`src/tmc_pkg.sv`:
```
// Purpose: Shared constants and types for the timer modulo and channel block
// Assumes: AXI4-Lite register access, 32-bit data, byte registers in low bits
// Notes:   Register indexes times four give the byte addresses
`default_nettype none
package tmc_pkg;
  // Register indexes; byte address is four times the index
  localparam logic [7:0] IDX_LIMIT_HI = 8'h13;  // counter_limit_high
  localparam logic [7:0] IDX_LIMIT_LO = 8'h14;  // counter_limit_low
  localparam logic [7:0] IDX_CH0_SC   = 8'h15;  // channel0_status_control
  localparam logic [7:0] IDX_CH1_SC   = 8'h18;  // channel1_status_control
  localparam int         ADDR_W       = 8;      // AXI address width
  localparam int         DATA_W       = 32;     // AXI data width
  localparam int         NUM_CH       = 2;      // Channel count
  // Field positions in a channel status/control byte
  localparam int BIT_FLAG   = 7;                // chan_event_flag
  localparam int BIT_IRQ_EN = 6;                // chan_irq_enable
  localparam int BIT_MODE_H = 5;                // chan_mode_hi
  localparam int BIT_MODE_L = 4;                // chan_mode_lo
  localparam int BIT_EL_H   = 3;                // chan_edge_level_hi
  localparam int BIT_EL_L   = 2;                // chan_edge_level_lo
  // Reset values
  localparam logic [15:0] LIMIT_RST = 16'h0000; // Modulo disabled
  localparam logic [7:0]  SC_RST    = 8'h00;    // Channel byte reset
  localparam logic [15:0] FULL_TOP  = 16'hFFFF; // Free-running terminal count
  // AXI response codes
  localparam logic [1:0] RESP_OKAY   = 2'h0;    // Mapped access
  localparam logic [1:0] RESP_SLVERR = 2'h2;    // Unmapped access
  // Counter direction
  typedef enum logic {TMC_UP, TMC_DOWN} tmc_dir_t;
  // Channel control fields as stored
  typedef struct packed {
    logic       irq_en;    // chan_irq_enable
    logic [1:0] mode;      // chan_mode_hi, chan_mode_lo
    logic [1:0] edge_lvl;  // chan_edge_level_hi, chan_edge_level_lo
  } tmc_chan_ctrl_t;
  // Bus events delivered to one channel
  typedef struct packed {
    logic       rd;        // Status byte read accepted
    logic       wr;        // Status byte write
    logic [7:0] wdata;     // Written byte
  } tmc_chan_bus_t;
endpackage : tmc_pkg
`default_nettype wire

```
`src/tmc_chan.sv`:
```
// Purpose: One timer channel: event flag, clear sequence, pin action
// Assumes: tick is a one-cycle enable on clk; pin_in already synchronised
// Notes:   Flag set wins over a clear arriving in the same cycle
`default_nettype none
module tmc_chan (
  input  wire logic               clk,       // System clock
  input  wire logic               rst_n,     // Async reset, active low
  input  wire logic               tick,      // Timer clock enable
  input  wire logic               center,    // center_align_select
  input  wire logic [15:0]        count,     // Counter value
  input  wire logic [15:0]        value,     // Channel value
  input  wire logic               pin_in,    // Synchronised pin level
  input  wire tmc_pkg::tmc_chan_bus_t  bus,  // Register access events
  output logic [7:0]              sc_byte,   // Status/control readback
  output logic                    irq,       // Interrupt request
  output logic                    pin_out,   // Pin drive level
  output logic                    pin_oe     // Pin driven by timer
);
  tmc_pkg::tmc_chan_ctrl_t ctrl;             // Stored control bits
  logic                    flag;             // chan_event_flag
  logic                    armed;            // Clear sequence armed
  logic                    pin_prev;         // Last pin level
  logic                    event_hit;        // Capture or compare event
  logic                    cap_mode;         // Input capture selected
  logic                    match;            // Counter equals value
  logic                    rise;             // Rising pin edge
  logic                    fall;             // Falling pin edge

  assign cap_mode = !center && ctrl.mode == 2'b00;
  assign match    = tick && count == value;
  assign rise     = pin_in && !pin_prev;
  assign fall     = !pin_in && pin_prev;

  // Event source per mode
  always_comb begin
    if (cap_mode) begin
      event_hit = (ctrl.edge_lvl[0] && rise) || (ctrl.edge_lvl[1] && fall);
    end else begin
      event_hit = match;
    end
  end

  // Pin history for edge detection
  always_ff @(posedge clk or negedge rst_n) begin
    if (!rst_n) begin
      pin_prev <= 1'b0;
    end else begin
      pin_prev <= pin_in;
    end
  end

  // Control bits; writes to the flag position are handled below
  always_ff @(posedge clk or negedge rst_n) begin
    if (!rst_n) begin
      ctrl <= '0;
    end else if (bus.wr) begin
      ctrl <= bus.wdata[tmc_pkg::BIT_IRQ_EN:tmc_pkg::BIT_EL_L];
    end
  end

  // Arm on a read that sees the flag set; a new event disarms
  always_ff @(posedge clk or negedge rst_n) begin
    if (!rst_n) begin
      armed <= 1'b0;
    end else if (event_hit) begin
      armed <= 1'b0;
    end else if (bus.rd && flag) begin
      armed <= 1'b1;
    end else if (bus.wr) begin
      armed <= 1'b0;
    end
  end

  // Event flag: set has priority over the clearing write
  always_ff @(posedge clk or negedge rst_n) begin
    if (!rst_n) begin
      flag <= 1'b0;
    end else if (event_hit) begin
      flag <= 1'b1;
    end else if (bus.wr && armed && !bus.wdata[tmc_pkg::BIT_FLAG]) begin
      flag <= 1'b0;
    end
  end

  // Pin action on compare and PWM; held level otherwise
  always_ff @(posedge clk or negedge rst_n) begin
    if (!rst_n) begin
      pin_out <= 1'b0;
    end else if (tick && (center || ctrl.mode[1])) begin
      // Clear-on-match polarity is high before the match point
      pin_out <= ctrl.edge_lvl[0] ^ (count < value);
    end else if (match && ctrl.mode == 2'b01 && !center) begin
      case (ctrl.edge_lvl)
        2'b01:   pin_out <= !pin_out;   // Toggle
        2'b10:   pin_out <= 1'b0;       // Clear
        2'b11:   pin_out <= 1'b1;       // Set
        default: pin_out <= pin_out;    // Software compare only
      endcase
    end
  end

  assign pin_oe  = ctrl.edge_lvl != 2'b00 && !cap_mode;
  assign irq     = flag && ctrl.irq_en;
  assign sc_byte = {flag, ctrl, 2'b00};
endmodule : tmc_chan
`default_nettype wire

```
`src/tmc_top.sv`:
```
// Purpose: Timer modulo limit, shared counter and two channel flag registers
// Assumes: TICK is a prescaled one-cycle enable on CLOCK; pins are asynchronous
// Notes:   Registers sit on AXI4-Lite; one write and one read in flight
//
// Added by the designer: the AXI4-Lite interface to the registers.
`default_nettype none
module tmc_top (
  input  wire logic                        CLOCK,           // 10 MHz clock
  input  wire logic                        RST_N,           // Async reset
  input  wire logic                        TICK,            // Timer clock enable
  input  wire logic                        CENTER_ALIGN,    // center_align_select
  input  wire logic [15:0]                 CH0_VALUE,       // Channel 0 value
  input  wire logic [15:0]                 CH1_VALUE,       // Channel 1 value
  input  wire logic [1:0]                  CH_PIN_IN,       // Channel pin levels
  output logic [1:0]                       CH_PIN_OUT,      // Channel pin drive
  output logic [1:0]                       CH_PIN_OE,       // Channel pin enable
  output logic [1:0]                       CH_IRQ,          // Channel requests
  output logic [15:0]                      COUNT,           // Counter value
  output logic                             OVERFLOW_SET,    // Overflow event
  output logic                             OVERFLOW_INHIBIT,// Half-written limit
  input  wire logic                        S_AXI_AWVALID,   // Write address valid
  output logic                             S_AXI_AWREADY,   // Write address ready
  input  wire logic [tmc_pkg::ADDR_W-1:0]  S_AXI_AWADDR,    // Write address
  input  wire logic                        S_AXI_WVALID,    // Write data valid
  output logic                             S_AXI_WREADY,    // Write data ready
  input  wire logic [tmc_pkg::DATA_W-1:0]  S_AXI_WDATA,     // Write data
  input  wire logic [3:0]                  S_AXI_WSTRB,     // Byte enables
  output logic                             S_AXI_BVALID,    // Response valid
  input  wire logic                        S_AXI_BREADY,    // Response ready
  output logic [1:0]                       S_AXI_BRESP,     // Write response
  input  wire logic                        S_AXI_ARVALID,   // Read address valid
  output logic                             S_AXI_ARREADY,   // Read address ready
  input  wire logic [tmc_pkg::ADDR_W-1:0]  S_AXI_ARADDR,    // Read address
  output logic                             S_AXI_RVALID,    // Read data valid
  input  wire logic                        S_AXI_RREADY,    // Read data ready
  output logic [tmc_pkg::DATA_W-1:0]       S_AXI_RDATA,     // Read data
  output logic [1:0]                       S_AXI_RRESP      // Read response
);
  // Register select from a byte address; used by both bus paths
  function automatic logic [3:0] sel(input logic [tmc_pkg::ADDR_W-1:0] a);
    logic [3:0] s;
    s = 4'h0;
    if (a[1:0] == 2'b00) begin
      s[0] = a[7:2] == tmc_pkg::IDX_LIMIT_HI[5:0];
      s[1] = a[7:2] == tmc_pkg::IDX_LIMIT_LO[5:0];
      s[2] = a[7:2] == tmc_pkg::IDX_CH0_SC[5:0];
      s[3] = a[7:2] == tmc_pkg::IDX_CH1_SC[5:0];
    end
    return s;
  endfunction : sel

  logic [1:0]                      pin_meta;   // Synchroniser stage one
  logic [1:0]                      pin_sync;   // Synchroniser stage two
  logic [15:0]                     limit;      // Active counter_limit
  logic [7:0]                      buf_hi;     // Pending high byte
  logic [7:0]                      buf_lo;     // Pending low byte
  logic                            got_hi;     // High byte written
  logic                            got_lo;     // Low byte written
  logic [15:0]                     top;        // Effective terminal count
  logic                            at_top;     // Counter at terminal count
  tmc_pkg::tmc_dir_t               dir;        // Count direction
  logic                            aw_got;     // Write address held
  logic                            w_got;      // Write data held
  logic [tmc_pkg::ADDR_W-1:0]      aw_addr;    // Held write address
  logic [7:0]                      w_byte;     // Held low data byte
  logic                            w_lane;     // Low byte lane enabled
  logic                            do_wr;      // Write performed this cycle
  logic [3:0]                      wr_sel;     // Write register select
  logic [3:0]                      rd_sel;     // Read register select
  logic                            rd_go;      // Read accepted
  logic [7:0]                      rd_byte;    // Read mux result
  logic [7:0]                      sc_byte [tmc_pkg::NUM_CH]; // Channel readback
  logic [15:0]                     ch_value[tmc_pkg::NUM_CH]; // Channel values
  tmc_pkg::tmc_chan_bus_t          ch_bus  [tmc_pkg::NUM_CH]; // Channel access

  // Two-stage synchronisers on the channel pins
  always_ff @(posedge CLOCK or negedge RST_N) begin
    if (!RST_N) begin
      pin_meta <= 2'b00;
      pin_sync <= 2'b00;
    end else begin
      pin_meta <= CH_PIN_IN;
      pin_sync <= pin_meta;
    end
  end

  // Write channels: take address and data in either order
  assign S_AXI_AWREADY = !aw_got && !S_AXI_BVALID;
  assign S_AXI_WREADY  = !w_got && !S_AXI_BVALID;
  assign do_wr         = aw_got && w_got;
  assign wr_sel        = do_wr && w_lane ? sel(aw_addr) : 4'h0;

  // Hold write address
  always_ff @(posedge CLOCK or negedge RST_N) begin
    if (!RST_N) begin
      aw_got  <= 1'b0;
      aw_addr <= '0;
    end else if (S_AXI_AWVALID && S_AXI_AWREADY) begin
      aw_got  <= 1'b1;
      aw_addr <= S_AXI_AWADDR;
    end else if (do_wr) begin
      aw_got  <= 1'b0;
    end
  end

  // Hold write data; only the low lane carries register bits
  always_ff @(posedge CLOCK or negedge RST_N) begin
    if (!RST_N) begin
      w_got  <= 1'b0;
      w_byte <= 8'h00;
      w_lane <= 1'b0;
    end else if (S_AXI_WVALID && S_AXI_WREADY) begin
      w_got  <= 1'b1;
      w_byte <= S_AXI_WDATA[7:0];
      w_lane <= S_AXI_WSTRB[0];
    end else if (do_wr) begin
      w_got  <= 1'b0;
    end
  end

  // Write response follows the performed write
  always_ff @(posedge CLOCK or negedge RST_N) begin
    if (!RST_N) begin
      S_AXI_BVALID <= 1'b0;
      S_AXI_BRESP  <= tmc_pkg::RESP_OKAY;
    end else if (do_wr) begin
      S_AXI_BVALID <= 1'b1;
      S_AXI_BRESP  <= sel(aw_addr) != 4'h0 ? tmc_pkg::RESP_OKAY : tmc_pkg::RESP_SLVERR;
    end else if (S_AXI_BREADY) begin
      S_AXI_BVALID <= 1'b0;
    end
  end

  // Read path: one-cycle answer, held until taken
  assign S_AXI_ARREADY = !S_AXI_RVALID;
  assign rd_go         = S_AXI_ARVALID && S_AXI_ARREADY;
  assign rd_sel        = sel(S_AXI_ARADDR);

  // Read mux of the four byte registers
  always_comb begin
    case (rd_sel)
      4'h1:    rd_byte = limit[15:8];
      4'h2:    rd_byte = limit[7:0];
      4'h4:    rd_byte = sc_byte[0];
      4'h8:    rd_byte = sc_byte[1];
      default: rd_byte = 8'h00;
    endcase
  end

  // Read data register; upper bits read zero
  always_ff @(posedge CLOCK or negedge RST_N) begin
    if (!RST_N) begin
      S_AXI_RVALID <= 1'b0;
      S_AXI_RDATA  <= '0;
      S_AXI_RRESP  <= tmc_pkg::RESP_OKAY;
    end else if (rd_go) begin
      S_AXI_RVALID <= 1'b1;
      S_AXI_RDATA  <= {24'h000000, rd_byte};
      S_AXI_RRESP  <= rd_sel != 4'h0 ? tmc_pkg::RESP_OKAY : tmc_pkg::RESP_SLVERR;
    end else if (S_AXI_RREADY) begin
      S_AXI_RVALID <= 1'b0;
    end
  end

  // Byte pairing for the modulo value; the pair commits together so the
  // comparison never sees a half-updated limit
  always_ff @(posedge CLOCK or negedge RST_N) begin
    if (!RST_N) begin
      limit  <= tmc_pkg::LIMIT_RST;
      buf_hi <= 8'h00;
      buf_lo <= 8'h00;
      got_hi <= 1'b0;
      got_lo <= 1'b0;
    end else if ((wr_sel[0] && got_lo) || (wr_sel[1] && got_hi)) begin
      limit  <= wr_sel[0] ? {w_byte, buf_lo} : {buf_hi, w_byte};
      got_hi <= 1'b0;
      got_lo <= 1'b0;
    end else if (wr_sel[0]) begin
      buf_hi <= w_byte;
      got_hi <= 1'b1;
    end else if (wr_sel[1]) begin
      buf_lo <= w_byte;
      got_lo <= 1'b1;
    end
  end

  assign OVERFLOW_INHIBIT = got_hi || got_lo;
  assign top    = limit == 16'h0000 ? tmc_pkg::FULL_TOP : limit;
  assign at_top = COUNT == top;

  // Shared counter, advanced on each timer tick
  always_ff @(posedge CLOCK or negedge RST_N) begin
    if (!RST_N) begin
      COUNT <= 16'h0000;
      dir   <= tmc_pkg::TMC_UP;
    end else if (TICK) begin
      if (!CENTER_ALIGN) begin
        dir   <= tmc_pkg::TMC_UP;
        COUNT <= at_top ? 16'h0000 : COUNT + 16'h0001;
      end else begin
        case (dir)
          tmc_pkg::TMC_UP: begin
            if (at_top) begin
              dir   <= tmc_pkg::TMC_DOWN;
              COUNT <= COUNT - 16'h0001;
            end else begin
              COUNT <= COUNT + 16'h0001;
            end
          end
          tmc_pkg::TMC_DOWN: begin
            if (COUNT == 16'h0000) begin
              dir   <= tmc_pkg::TMC_UP;
              COUNT <= 16'h0001;
            end else begin
              COUNT <= COUNT - 16'h0001;
            end
          end
          default: dir <= tmc_pkg::TMC_UP;
        endcase
      end
    end
  end

  // Overflow event pulse to the main status flag
  always_ff @(posedge CLOCK or negedge RST_N) begin
    if (!RST_N) begin
      OVERFLOW_SET <= 1'b0;
    end else begin
      OVERFLOW_SET <= TICK && at_top && (!CENTER_ALIGN || dir == tmc_pkg::TMC_UP)
                      && !OVERFLOW_INHIBIT;
    end
  end

  assign ch_value[0] = CH0_VALUE;
  assign ch_value[1] = CH1_VALUE;

  // One channel instance per pin
  genvar g;
  generate
    for (g = 0; g < tmc_pkg::NUM_CH; g++) begin : gen_ch
      assign ch_bus[g].rd    = rd_go && rd_sel[2+g];
      assign ch_bus[g].wr    = wr_sel[2+g];
      assign ch_bus[g].wdata = w_byte;
      tmc_chan u_chan (
        .clk     (CLOCK),
        .rst_n   (RST_N),
        .tick    (TICK),
        .center  (CENTER_ALIGN),
        .count   (COUNT),
        .value   (ch_value[g]),
        .pin_in  (pin_sync[g]),
        .bus     (ch_bus[g]),
        .sc_byte (sc_byte[g]),
        .irq     (CH_IRQ[g]),
        .pin_out (CH_PIN_OUT[g]),
        .pin_oe  (CH_PIN_OE[g])
      );
    end
  endgenerate
endmodule : tmc_top
`default_nettype wire

```
`config.mk`:
```
export PLATFORM = sky130hd
export DESIGN_NAME = tmc_top
export DESIGN_NICKNAME = d
export VERILOG_FILES = /design/src/tmc_pkg.sv /design/src/tmc_chan.sv /design/src/tmc_top.sv
export SDC_FILE = /design/constraint.sdc
export NUM_CORES = 1
export LEC_CHECK = 0
export BUFFER_PORTS_ARGS = -buffer_cell sky130_fd_sc_hd__clkbuf_2
export CAP_MARGIN = 20
export CORE_MARGIN = 2
export CORE_UTILIZATION = 55
export DETAILED_ROUTE_END_ITERATION = 7
export PLACE_DENSITY = 0.82
export SLEW_MARGIN = 20
export SYNTH_ARGS = -nofsm -noshare
export SYNTH_HDL_FRONTEND = slang
export SYNTH_SLANG_ARGS = --single-unit
```
`constraint.sdc`:
```
create_clock -name CLOCK -period 8.05 [get_ports CLOCK]
set_input_delay 0.4025 -clock CLOCK [delete_from_list [all_inputs] [get_ports CLOCK]]
set_output_delay 0.4025 -clock CLOCK [all_outputs]
set_load 0.02 [all_outputs]
```
==> impl_metrics.tcl, run 1 <==
set metrics [dict create \
    drc 0 \
    antenna_left 0 \
    ys_types 71 \
    synth_top_family_by_area "simple AND/OR/NAND/NOR gates" \
    r2r_slack_ns 4.40 \
    post-place-ws_ns 4.516 \
    ys.flop_type "dfrtp_1" \
    yosys.area_share.simple_pct 18.01 \
    via_per_inst 6.152 \
    synth_adder_area_share_pct 7.233 \
    grt_pass1_vias 5549 \
    maxCapViolations 0 \
    period_minus_slack_ns 3.648 \
    yosysMostFrequentCell "dfrtp_1" \
    synth_edf_count 0 \
    layout-drive-gt1-share_pct 24.33 \
    synthMuxAreaShare_pct 7.326 \
    wire_per_inst_microns 17.57 \
    synth_compound_area_share_pct 17.86 \
    die_area_sq_um 13170 \
    pwr-share-clk_pct 24.7 \
    dr.pass1.iters 6 \
    cp_data_arrival_time_ns 3.94 \
    grt_max_degree 71 \
    syn-instance-count 696 \
    p_leak_nw 3.644 \
    status "finished, violations left" \
    grt_overflow_total 0 \
    worstMarginPinSlew_ns 0.9745 \
    die_w_microns 114.8 \
    slew_headroom_pct 34.53 \
    synthTopCellsByArea "dfrtp_1 39%, ha_1 7.2%, mux2_2 7.2%, buf_4 3.9%, nand2_1 3.4%" \
    cts_tree "done" \
    pwr-share-comb_pct 29.7 \
    utilization_pct 62.13 \
    route.vias.total 5709 \
    initial_core_util_pct 56.17 \
    synth_area_sq_um 6746 \
    core_region_area_sq_um 12010 \
    gp_congestion 0.8835 \
    synth-xor-area-share_pct 2.077 \
    drv_slew 0 \
    cts_hold_buf 0 \
    yosysWarnings 0 \
    grt_use_total_pct 25.33 \
    crit_type "register to register" \
    violations "negative hold slack" \
    path_max_fanout 16 \
    synth_top_area_share_pct 38.95 \
    place.port_buffers 106 \
    cts_resized 0 \
    cts_max_level 3 \
    cts_buffers 9 \
    rsz0062_at_grt "false" \
    fmax_ghz 0.2741 \
    antenna_found_initial 0 \
    reg2reg_from "limit[8]" \
    end_kind "register" \
    p_seq_share_pct 45.6 \
    clock_latency_ns 0.35 \
    antenna-diode-count 0 \
    finalCritPeriodShare_pct 45.32 \
    postLayoutSetupSlackWorst_ns 4.402 \
    power.switching_mw 0.6439 \
    ys_seq_elements 105 \
    skew_ns 0.008704 \
    area_growth_pct 10.61 \
    ys_top_cells_by_count "105 x dfrtp_1, 62 x nand2_1, 53 x nor2_1" \
    r2r-end "COUNT[9]" \
    clock_path_buffers 2 \
    crit_required_ns 8.34 \
    placed_cell_area_sq_um 7176 \
    setup_violations 0 \
    n_fill_cell 1007 \
    synth-seq-area-share_pct 38.95 \
    die_h_microns 114.8 \
    hpwl_microns 12320 \
    tns_ns 0 \
    hold_viol 4 \
    startpoint_type "register" \
    p_int_mw 1.074 \
    power_density_nw_per_um2 230.3 \
    drtIter0Drc 532 \
    clock-sinks 105 \
    routed_wl_microns 16300 \
    reg2reg_depth 8 \
    timing.hold.worst.class "input pin to async pin" \
    num_rows 40 \
    grt_pass1_wl_microns 26520 \
    io_pins 160 \
    holdWs_ns -0.002651 \
    postSynthAreaPerCell_sq_um 9.693 \
    final_area_sq_um 7462 \
    yosysTopAreaCell "dfrtp_1" \
    root_buffer "clkbuf_16" \
    ir_drop_mv 0.2188 \
    post-cts-setup-buffer-count 0 \
    clk_pin_slew_ns 0.08 \
    final_nets 910 \
    async_reset_ff_share_pct 100.0 \
    swShare_pct 37.47 \
]
[metrics by stage]
step / power, mW / cells
after global routing: 1.822 / 928
after global placement: 1.261 / 912
final: 1.718 / 928
after CTS: 1.727 / 928
after detailed placement: 1.299 / 912
after floorplan: 1.130 / 721
[final cells by class]
| type | instances | area (sq um) | share of cell area, % |
|---|---|---|---|
| Clock buffer | 9 | 225.2 | 3.018 |
| Timing Repair Buffer | 109 | 555.5 | 7.445 |
| Inverter | 45 | 168.9 | 2.264 |
| Tap cell | 147 | 183.9 | 2.465 |
| Multi-Input combinational cell | 506 | 3640 | 48.78 |
| Clock inverter | 7 | 61.31 | 0.8216 |
| Sequential cell | 105 | 2628 | 35.21 |
[worst max-delay path, cell delays in order (launching register included)]
cell and delay [ns]:
dfrtp_1 0.47, nor4_4 0.72, a41oi_1 0.24, xnor2_1 0.20
nor4_1 0.50, nand4_2 0.20, a21oi_1 0.81, a221o_1 0.30
a22o_1 0.14
[power groups by stage]
stage / sequential (mW) / clock, mW / combinational (mW)
after global placement: 0.781 / 0 / 0.480
after global routing: 0.800 / 0.457 / 0.565
after detailed placement: 0.789 / 0 / 0.510
final: 0.783 / 0.424 / 0.511
after floorplan: 0.757 / 0 / 0.373
after CTS: 0.779 / 0.434 / 0.513
[cells in the final DEF, fill, tap and decap left out, drive strengths merged, types with 3 or more instances in the layout]
cell and n:
inv 47, a21oi 12, a22oi 18, nor4 18, buf 4, o22ai 4, a21o 19, o21ai 18
dfrtp 105, and3 8, xnor2 16, a32oi 4, mux2 43, or4 4, ha 39, nand2b 12
o2bb2ai 7, nand3 5, a221o 4, a31oi 22, and2 7, nor2 54, nor2b 5, clkinv 5
a221oi 3, or3 9, a41oi 16, o221ai 8, clkbuf 114, a211o 4, a211oi 4, nand4 10
and4 3, nor3 11, nand2 63, conb 26, o21a 4
[worst max-delay path by stage]
stage | startpoint | to
after floorplan | limit[8] | COUNT[11]
after global placement | limit[8] | COUNT[11]
after detailed placement | limit[8] | COUNT[9]
after CTS | limit[8] | COUNT[9]
after global routing | limit[8] | COUNT[9]
final | limit[8] | COUNT[9]
[per-layer routing]
layer / vias to the layer above / routed length (microns) / track usage [%]
met5: - / 0 / 0
met4: 0 / 518 / 10.60
li1: 2655 / - / -
met3: 49 / 899 / 4.797
met2: 257 / 8216 / 43.87
met1: 2748 / 6666 / 31.20
[logic make-up (layout without fill, tap and decap cells)]
logic type,Yosys count,in the layout
compound gates,162,162
mux,44,44
other cells,1,26
fa+ha+maj,39,39
buf+inv,110,170
flops,105,105
simple gates,219,219
xor+xnor,16,16
[flip-flops by register name, indices dropped and copies added, names as in the netlist, 2 cells and up]
name                    cells
aw_addr                     8
pin_meta                    2
gen_ch.u_chan.pin_out       2
buf_lo                      8
gen_ch.u_chan.flag          2
S_AXI_RDATA                 8
pin_sync                    2
w_byte                      8
limit                      16
buf_hi                      8
gen_ch.u_chan.sc_byte      10
gen_ch.u_chan.pin_prev      2
gen_ch.u_chan.armed         2
COUNT                      16
Note: power is estimated with default switching activity, not from simulation.
==> run 2, diff against run 1 <==
Settings changed: CORE_UTILIZATION 55 to 49, PLACE_DENSITY 0.82 to 0.77.
Clock period 8.05 ns to 2.99 ns, I/O delays scaled along.
==> run 2 against run 1 <==
Compared with the run above: the flow now finishes without violations; clock-buffer cell count up 1; clock power rose to 2.7 times the previous value; largest cell class unchanged; setup slack worse by 4.3 ns; die area up 12%; total power rose to 2.7 times the previous value; sequential cell count unchanged; first-iteration DRC count down 15%; sequential share of layout area down 1.8 points; maximum frequency up 29%.
==> impl_metrics.tcl, run 2 (synthesized netlist as in run 1, its figures left out) <==
set metrics [dict create \
    status "finished clean" \
    period_minus_slack_ns 2.839 \
    route.vias.total 5743 \
    gp_congestion 0.8820 \
    die_w_microns 121.3 \
    worstMarginPinSlew_ns 0.7470 \
    path_max_fanout 5 \
    antenna-diode-count 0 \
    grt_use_total_pct 23.24 \
    antenna_found_initial 0 \
    area_growth_pct 16.65 \
    timing.hold.worst.class "input pin to register" \
    clk_pin_slew_ns 0.07 \
    antenna_left 0 \
    drtIter0Drc 453 \
    maxCapViolations 0 \
    tns_ns 0 \
    grt_max_degree 53 \
    layout-drive-gt1-share_pct 27.97 \
    die_area_sq_um 14720 \
    hold_viol 0 \
    power_density_nw_per_um2 595.4 \
    final_nets 955 \
    skew_ns 0.006962 \
    finalCritPeriodShare_pct 94.95 \
    place.port_buffers 106 \
    final_cell_mix "105 x dfrtp_1, 105 x clkbuf_2, 62 x nand2_1, 53 x nor2_1, 44 x inv_1" \
    cts_buffers 9 \
    hpwl_microns 12780 \
    crit_slowest_cell "dfrtp_1" \
    crit_required_ns 3.23 \
    slew_headroom_pct 50.10 \
    startpoint_type "register" \
    p_leak_nw 3.863 \
    drc 0 \
    setup_violations 0 \
    wire_per_inst_microns 16.79 \
    cts_tree "done" \
    slowest_delay_ns 0.47 \
    crit_type "register to register" \
    routed_wl_microns 16820 \
    io_pins 160 \
    core_region_area_sq_um 13350 \
    grt_pass1_wl_microns 26960 \
    clock-sinks 105 \
    root_buffer "clkbuf_16" \
    num_rows 42 \
    cts_max_level 3 \
    n_fill_cell 1178 \
    grt_overflow_total 0 \
    dr.pass1.iters 5 \
    clock_latency_ns 0.35 \
    ir_drop_mv 0.6856 \
    cp_data_arrival_time_ns 3.08 \
    via_per_inst 5.732 \
    grt_pass1_vias 5475 \
    clock_path_buffers 2 \
    end_kind "register" \
    fmax_ghz 0.3522 \
    die_h_microns 121.3 \
    path_cells "nor4_4 -> buf_4 -> a41oi_1 -> xnor2_1 -> nor4_2 -> and4_4 -> a21oi_2 -> a221o_1 -> a22o_1" \
    power.total_mw 4.686 \
    rsz0062_at_grt "false" \
    initial_core_util_pct 50.54 \
    drv_slew 0 \
]
## run 2: cell count changes in the layout (fill, tap and decap cells not counted)
cell,previous run,this run
clkbuf_8,0,1
buf_4,4,43
inv_8,3,2
buf_12,0,1
nor4_2,5,6
dlygate4sd3_1,0,5
nor4_1,9,8
## run 2: worst max-delay path: cells and delay by family, from the launching register on
| family | cells | cell delay, ns |
|---|---|---|
| and+or+nand+nor | 3 | 1.12 |
| AOI/OAI and AO/OA | 4 | 0.77 |
| DFF | 1 | 0.47 |
| buffers and inverters | 1 | 0.20 |
| xor gates and xnor gates | 1 | 0.17 |
## run 2: area by class of cell
type | count | area, sq um | area share [%]
multi-input combinational | 506 | 3646 | 46.33
sequential | 105 | 2628 | 33.39
timing repair buffer | 154 | 918.4 | 11.67
clock buffer | 10 | 239.0 | 3.037
tap | 176 | 220.2 | 2.798
inverter | 45 | 168.9 | 2.146
clock inverter | 6 | 50.05 | 0.6359
## run 2: where the power goes
group | total (mW) | internal, mW | switching, mW
clock | 1.16 | 0.600 | 0.557
sequential | 2.05 | 1.68 | 0.366
combinational | 1.48 | 0.673 | 0.810
total | 4.69 | 2.95 | 1.73
## run 2: worst paths after layout
path / slack (ns) / depth (start not counted) / endpoint / from
setup / recovery: 0.15 / 9 / COUNT[11] / limit[11]
hold / removal: 0.02 / 2 / aw_addr[1] / S_AXI_AWADDR[1]
setup reg to reg: 0.15 / 9 / COUNT[11] / limit[11]
hold reg to reg: 0.36 / 0 / pin_sync[0] / pin_meta[0]
max in group asynchronous: 1.93 / 3 / w_byte[4] / RST_N
min in group asynchronous: 0.36 / 2 / COUNT[7] / RST_N
## run 2: stage by stage
stage	instance area (sq um)	hold WS [ns]	utilization [%]	setup slack (ns)	cells
finish	7870	0.02011	58.96	0.1509	1002
global route	7870	0.01690	58.96	0.0009706	1002
CTS	7849	0.01382	58.80	0.09479	1000
detailed placement	7510	0.2238	56.26	0.09416	979
global placement	7510	0.2194	56.26	0.2032	979
floorplan	6840	-0.1461	-	0.3687	721
## run 2: timing repair
| action | 4_1_cts | 5_1_grt |
|---|---|---|
| endpoints found under the hold margin | 54 | 0 |
| setup buffers | 0 | 2 |
| gates resized for setup | 0 | 1 |
| setup endpoints to repair | 0 | 13 |
| hold buffers | 5 | 0 |
## run 2: layer usage
layer  part of all wire (%)  track usage (%)
met3                    5.8            3.900
met2                     49            38.55
met4                    3.1            10.13
met1                     42            29.96
met5                      0                0
==> run 3, diff against run 2 <==
Settings changed: CORE_UTILIZATION 49 to 51, CTS_BUF_LIST set to sky130_fd_sc_hd__clkbuf_4 sky130_fd_sc_hd__clkbuf_8, PLACE_DENSITY 0.77 to 0.79.
==> run 3 against run 2 <==
Compared with the run above: clock skew is 0.0049 ns higher; register-to-register slack better by 0.04 ns; critical path type unchanged; global-route usage grew 0.85 points; combinational power increased by 3%; highest routed layer unchanged; wire length decreased by 3.9%.
==> impl_metrics.tcl, run 3 (synthesized netlist as in run 1, its figures left out) <==
set metrics [dict create \
    drv_slew 0 \
    startpoint_type "register" \
    antenna_found_initial 0 \
    worstMarginPinSlew_ns 0.7873 \
    gp_congestion 0.9799 \
    grt_pass1_wl_microns 27460 \
    grt_use_total_pct 24.09 \
    crit_required_ns 3.28 \
    antenna-diode-count 0 \
    route.vias.total 5751 \
    io_pins 160 \
    cts_max_level 3 \
    crit_type "register to register" \
    drtIter0Drc 389 \
    dr.pass1.iters 5 \
    die_w_microns 119.0 \
    core_region_area_sq_um 13090 \
    end_kind "register" \
    crit_family "simple AND/OR/NAND/NOR gates" \
    path_max_fanout 16 \
    root_buffer "clkbuf_8" \
    power.total_mw 4.470 \
    routed_wl_microns 16160 \
    wire_per_inst_microns 16.03 \
    slew_headroom_pct 47.51 \
    timing.hold.worst.class "input pin to register" \
    fmax_ghz 0.3567 \
    antenna_left 0 \
    cts_resized 0 \
    area_growth_pct 16.60 \
    seqCellArea_sq_um 2628 \
    ir_drop_mv 0.5861 \
    cts_buffers 9 \
    setup_violations 0 \
    rsz0062_at_grt "false" \
    p_leak_nw 3.844 \
    skew_ns 0.01188 \
    clock_path_buffers 2 \
    power_density_nw_per_um2 568.3 \
    grt_max_degree 59 \
    hpwl_microns 12170 \
    period_minus_slack_ns 2.803 \
    timing.critical_path.buf_inv 1 \
    clock_latency_ns 0.39 \
    status "finished clean" \
    grt_overflow_total 0 \
    maxCapViolations 0 \
    crit_slowest_cell "dfrtp_1" \
    slowest_delay_ns 0.46 \
    hold_viol 0 \
    die_h_microns 119.0 \
    cp_data_arrival_time_ns 3.10 \
    initial_core_util_pct 51.56 \
    final_cell_mix "105 x dfrtp_1, 105 x clkbuf_2, 62 x nand2_1, 53 x nor2_1, 44 x inv_1" \
    via_per_inst 5.705 \
    final_nets 961 \
    drc 0 \
    place.port_buffers 106 \
    die_area_sq_um 14160 \
    tns_ns 0 \
    num_rows 42 \
    post-cts-setup-buffer-count 0 \
    path_cells "nor4_4 -> buf_4 -> a41oi_1 -> xnor2_1 -> nor4_1 -> and4_4 -> a21oi_2 -> a221o_1 -> a22o_1" \
    multi_input_area_sq_um 3640 \
    grt_pass1_vias 5561 \
    clk_pin_slew_ns 0.11 \
    n_fill_cell 1134 \
    clock-sinks 105 \
    cts_hold_buf 20 \
    cts_tree "done" \
    finalCritPeriodShare_pct 93.75 \
    layout-drive-gt1-share_pct 26.44 \
]
==> run 3: changes by cell type in the layout (fill, tap and decap cells not counted) <==
cell	before	now
nor4_2	6	5
clkinv_4	2	0
clkinv_2	2	1
bufinv_16	0	1
clkbuf_8	1	9
inv_6	0	2
clkinvlp_4	0	1
nor4_1	8	9
dlygate4sd3_1	5	21
clkbuf_16	9	0
buf_4	43	33
==> run 3: worst paths after layout <==
| kind | startpoint | to | slack (ns) | cells after the start |
|---|---|---|---|---|
| max | limit[8] | COUNT[11] | 0.19 | 9 |
| min | S_AXI_AWADDR[4] | aw_addr[4] | 0.03 | 2 |
| max reg2reg | limit[8] | COUNT[11] | 0.19 | 9 |
| min reg2reg | pin_meta[1] | pin_sync[1] | 0.36 | 0 |
| max in group asynchronous | RST_N | buf_hi[0] | 1.87 | 3 |
| min in group asynchronous | RST_N | COUNT[9] | 0.37 | 2 |
==> run 3: layout make-up <==
class / instances / area share, %
multi-input cells: 506 / 46.27
flip-flops and latches: 105 / 33.40
repair buffers: 160 / 12.76
well taps: 176 / 2.799
inverters: 45 / 2.147
clock buffers: 9 / 1.575
clock inverters: 7 / 1.050
==> run 3: worst reg2reg max path: stages, from the launching register on <==
cell	delay, ns
dfrtp_1	0.46
nor4_4	0.28
buf_4	0.23
a41oi_1	0.15
xnor2_1	0.16
nor4_1	0.46
and4_4	0.34
a21oi_2	0.06
a221o_1	0.34
a22o_1	0.23
==> run 3: power breakdown <==
group / switching (mW) / internal, mW / total [mW] / leakage [nW]
clock network: 0.526 / 0.403 / 0.929 / 0.104
logic: 0.829 / 0.695 / 1.52 / 2.39
registers: 0.338 / 1.68 / 2.02 / 1.35
total: 1.69 / 2.78 / 4.47 / 3.84
==> run 3: routing by layer <==
layer | track usage [%] | vias to the layer above | part of all wire (%)
li1 | - | 2757 | -
met1 | 30.85 | 2752 | 43
met2 | 40.98 | 203 | 50
met3 | 4.023 | 39 | 4.8
met4 | 8.929 | 0 | 2.9
met5 | 0 | - | 0
==> run 3: per-stage QoR <==
step / cell area [sq um] / hold slack (ns) / setup slack (ns) / utilization [%] / cells
finish: 7866 / 0.03448 / 0.1869 / 60.12 / 1008
global route: 7866 / 0.009884 / 0.03640 / 60.12 / 1008
CTS: 7856 / 0.001044 / 0.2155 / 60.04 / 1007
detailed placement: 7450 / 0.2627 / 0.2138 / 56.93 / 971
global placement: 7450 / 0.2591 / 0.2421 / 56.93 / 971
floorplan: 6840 / -0.1461 / 0.3687 / - / 721
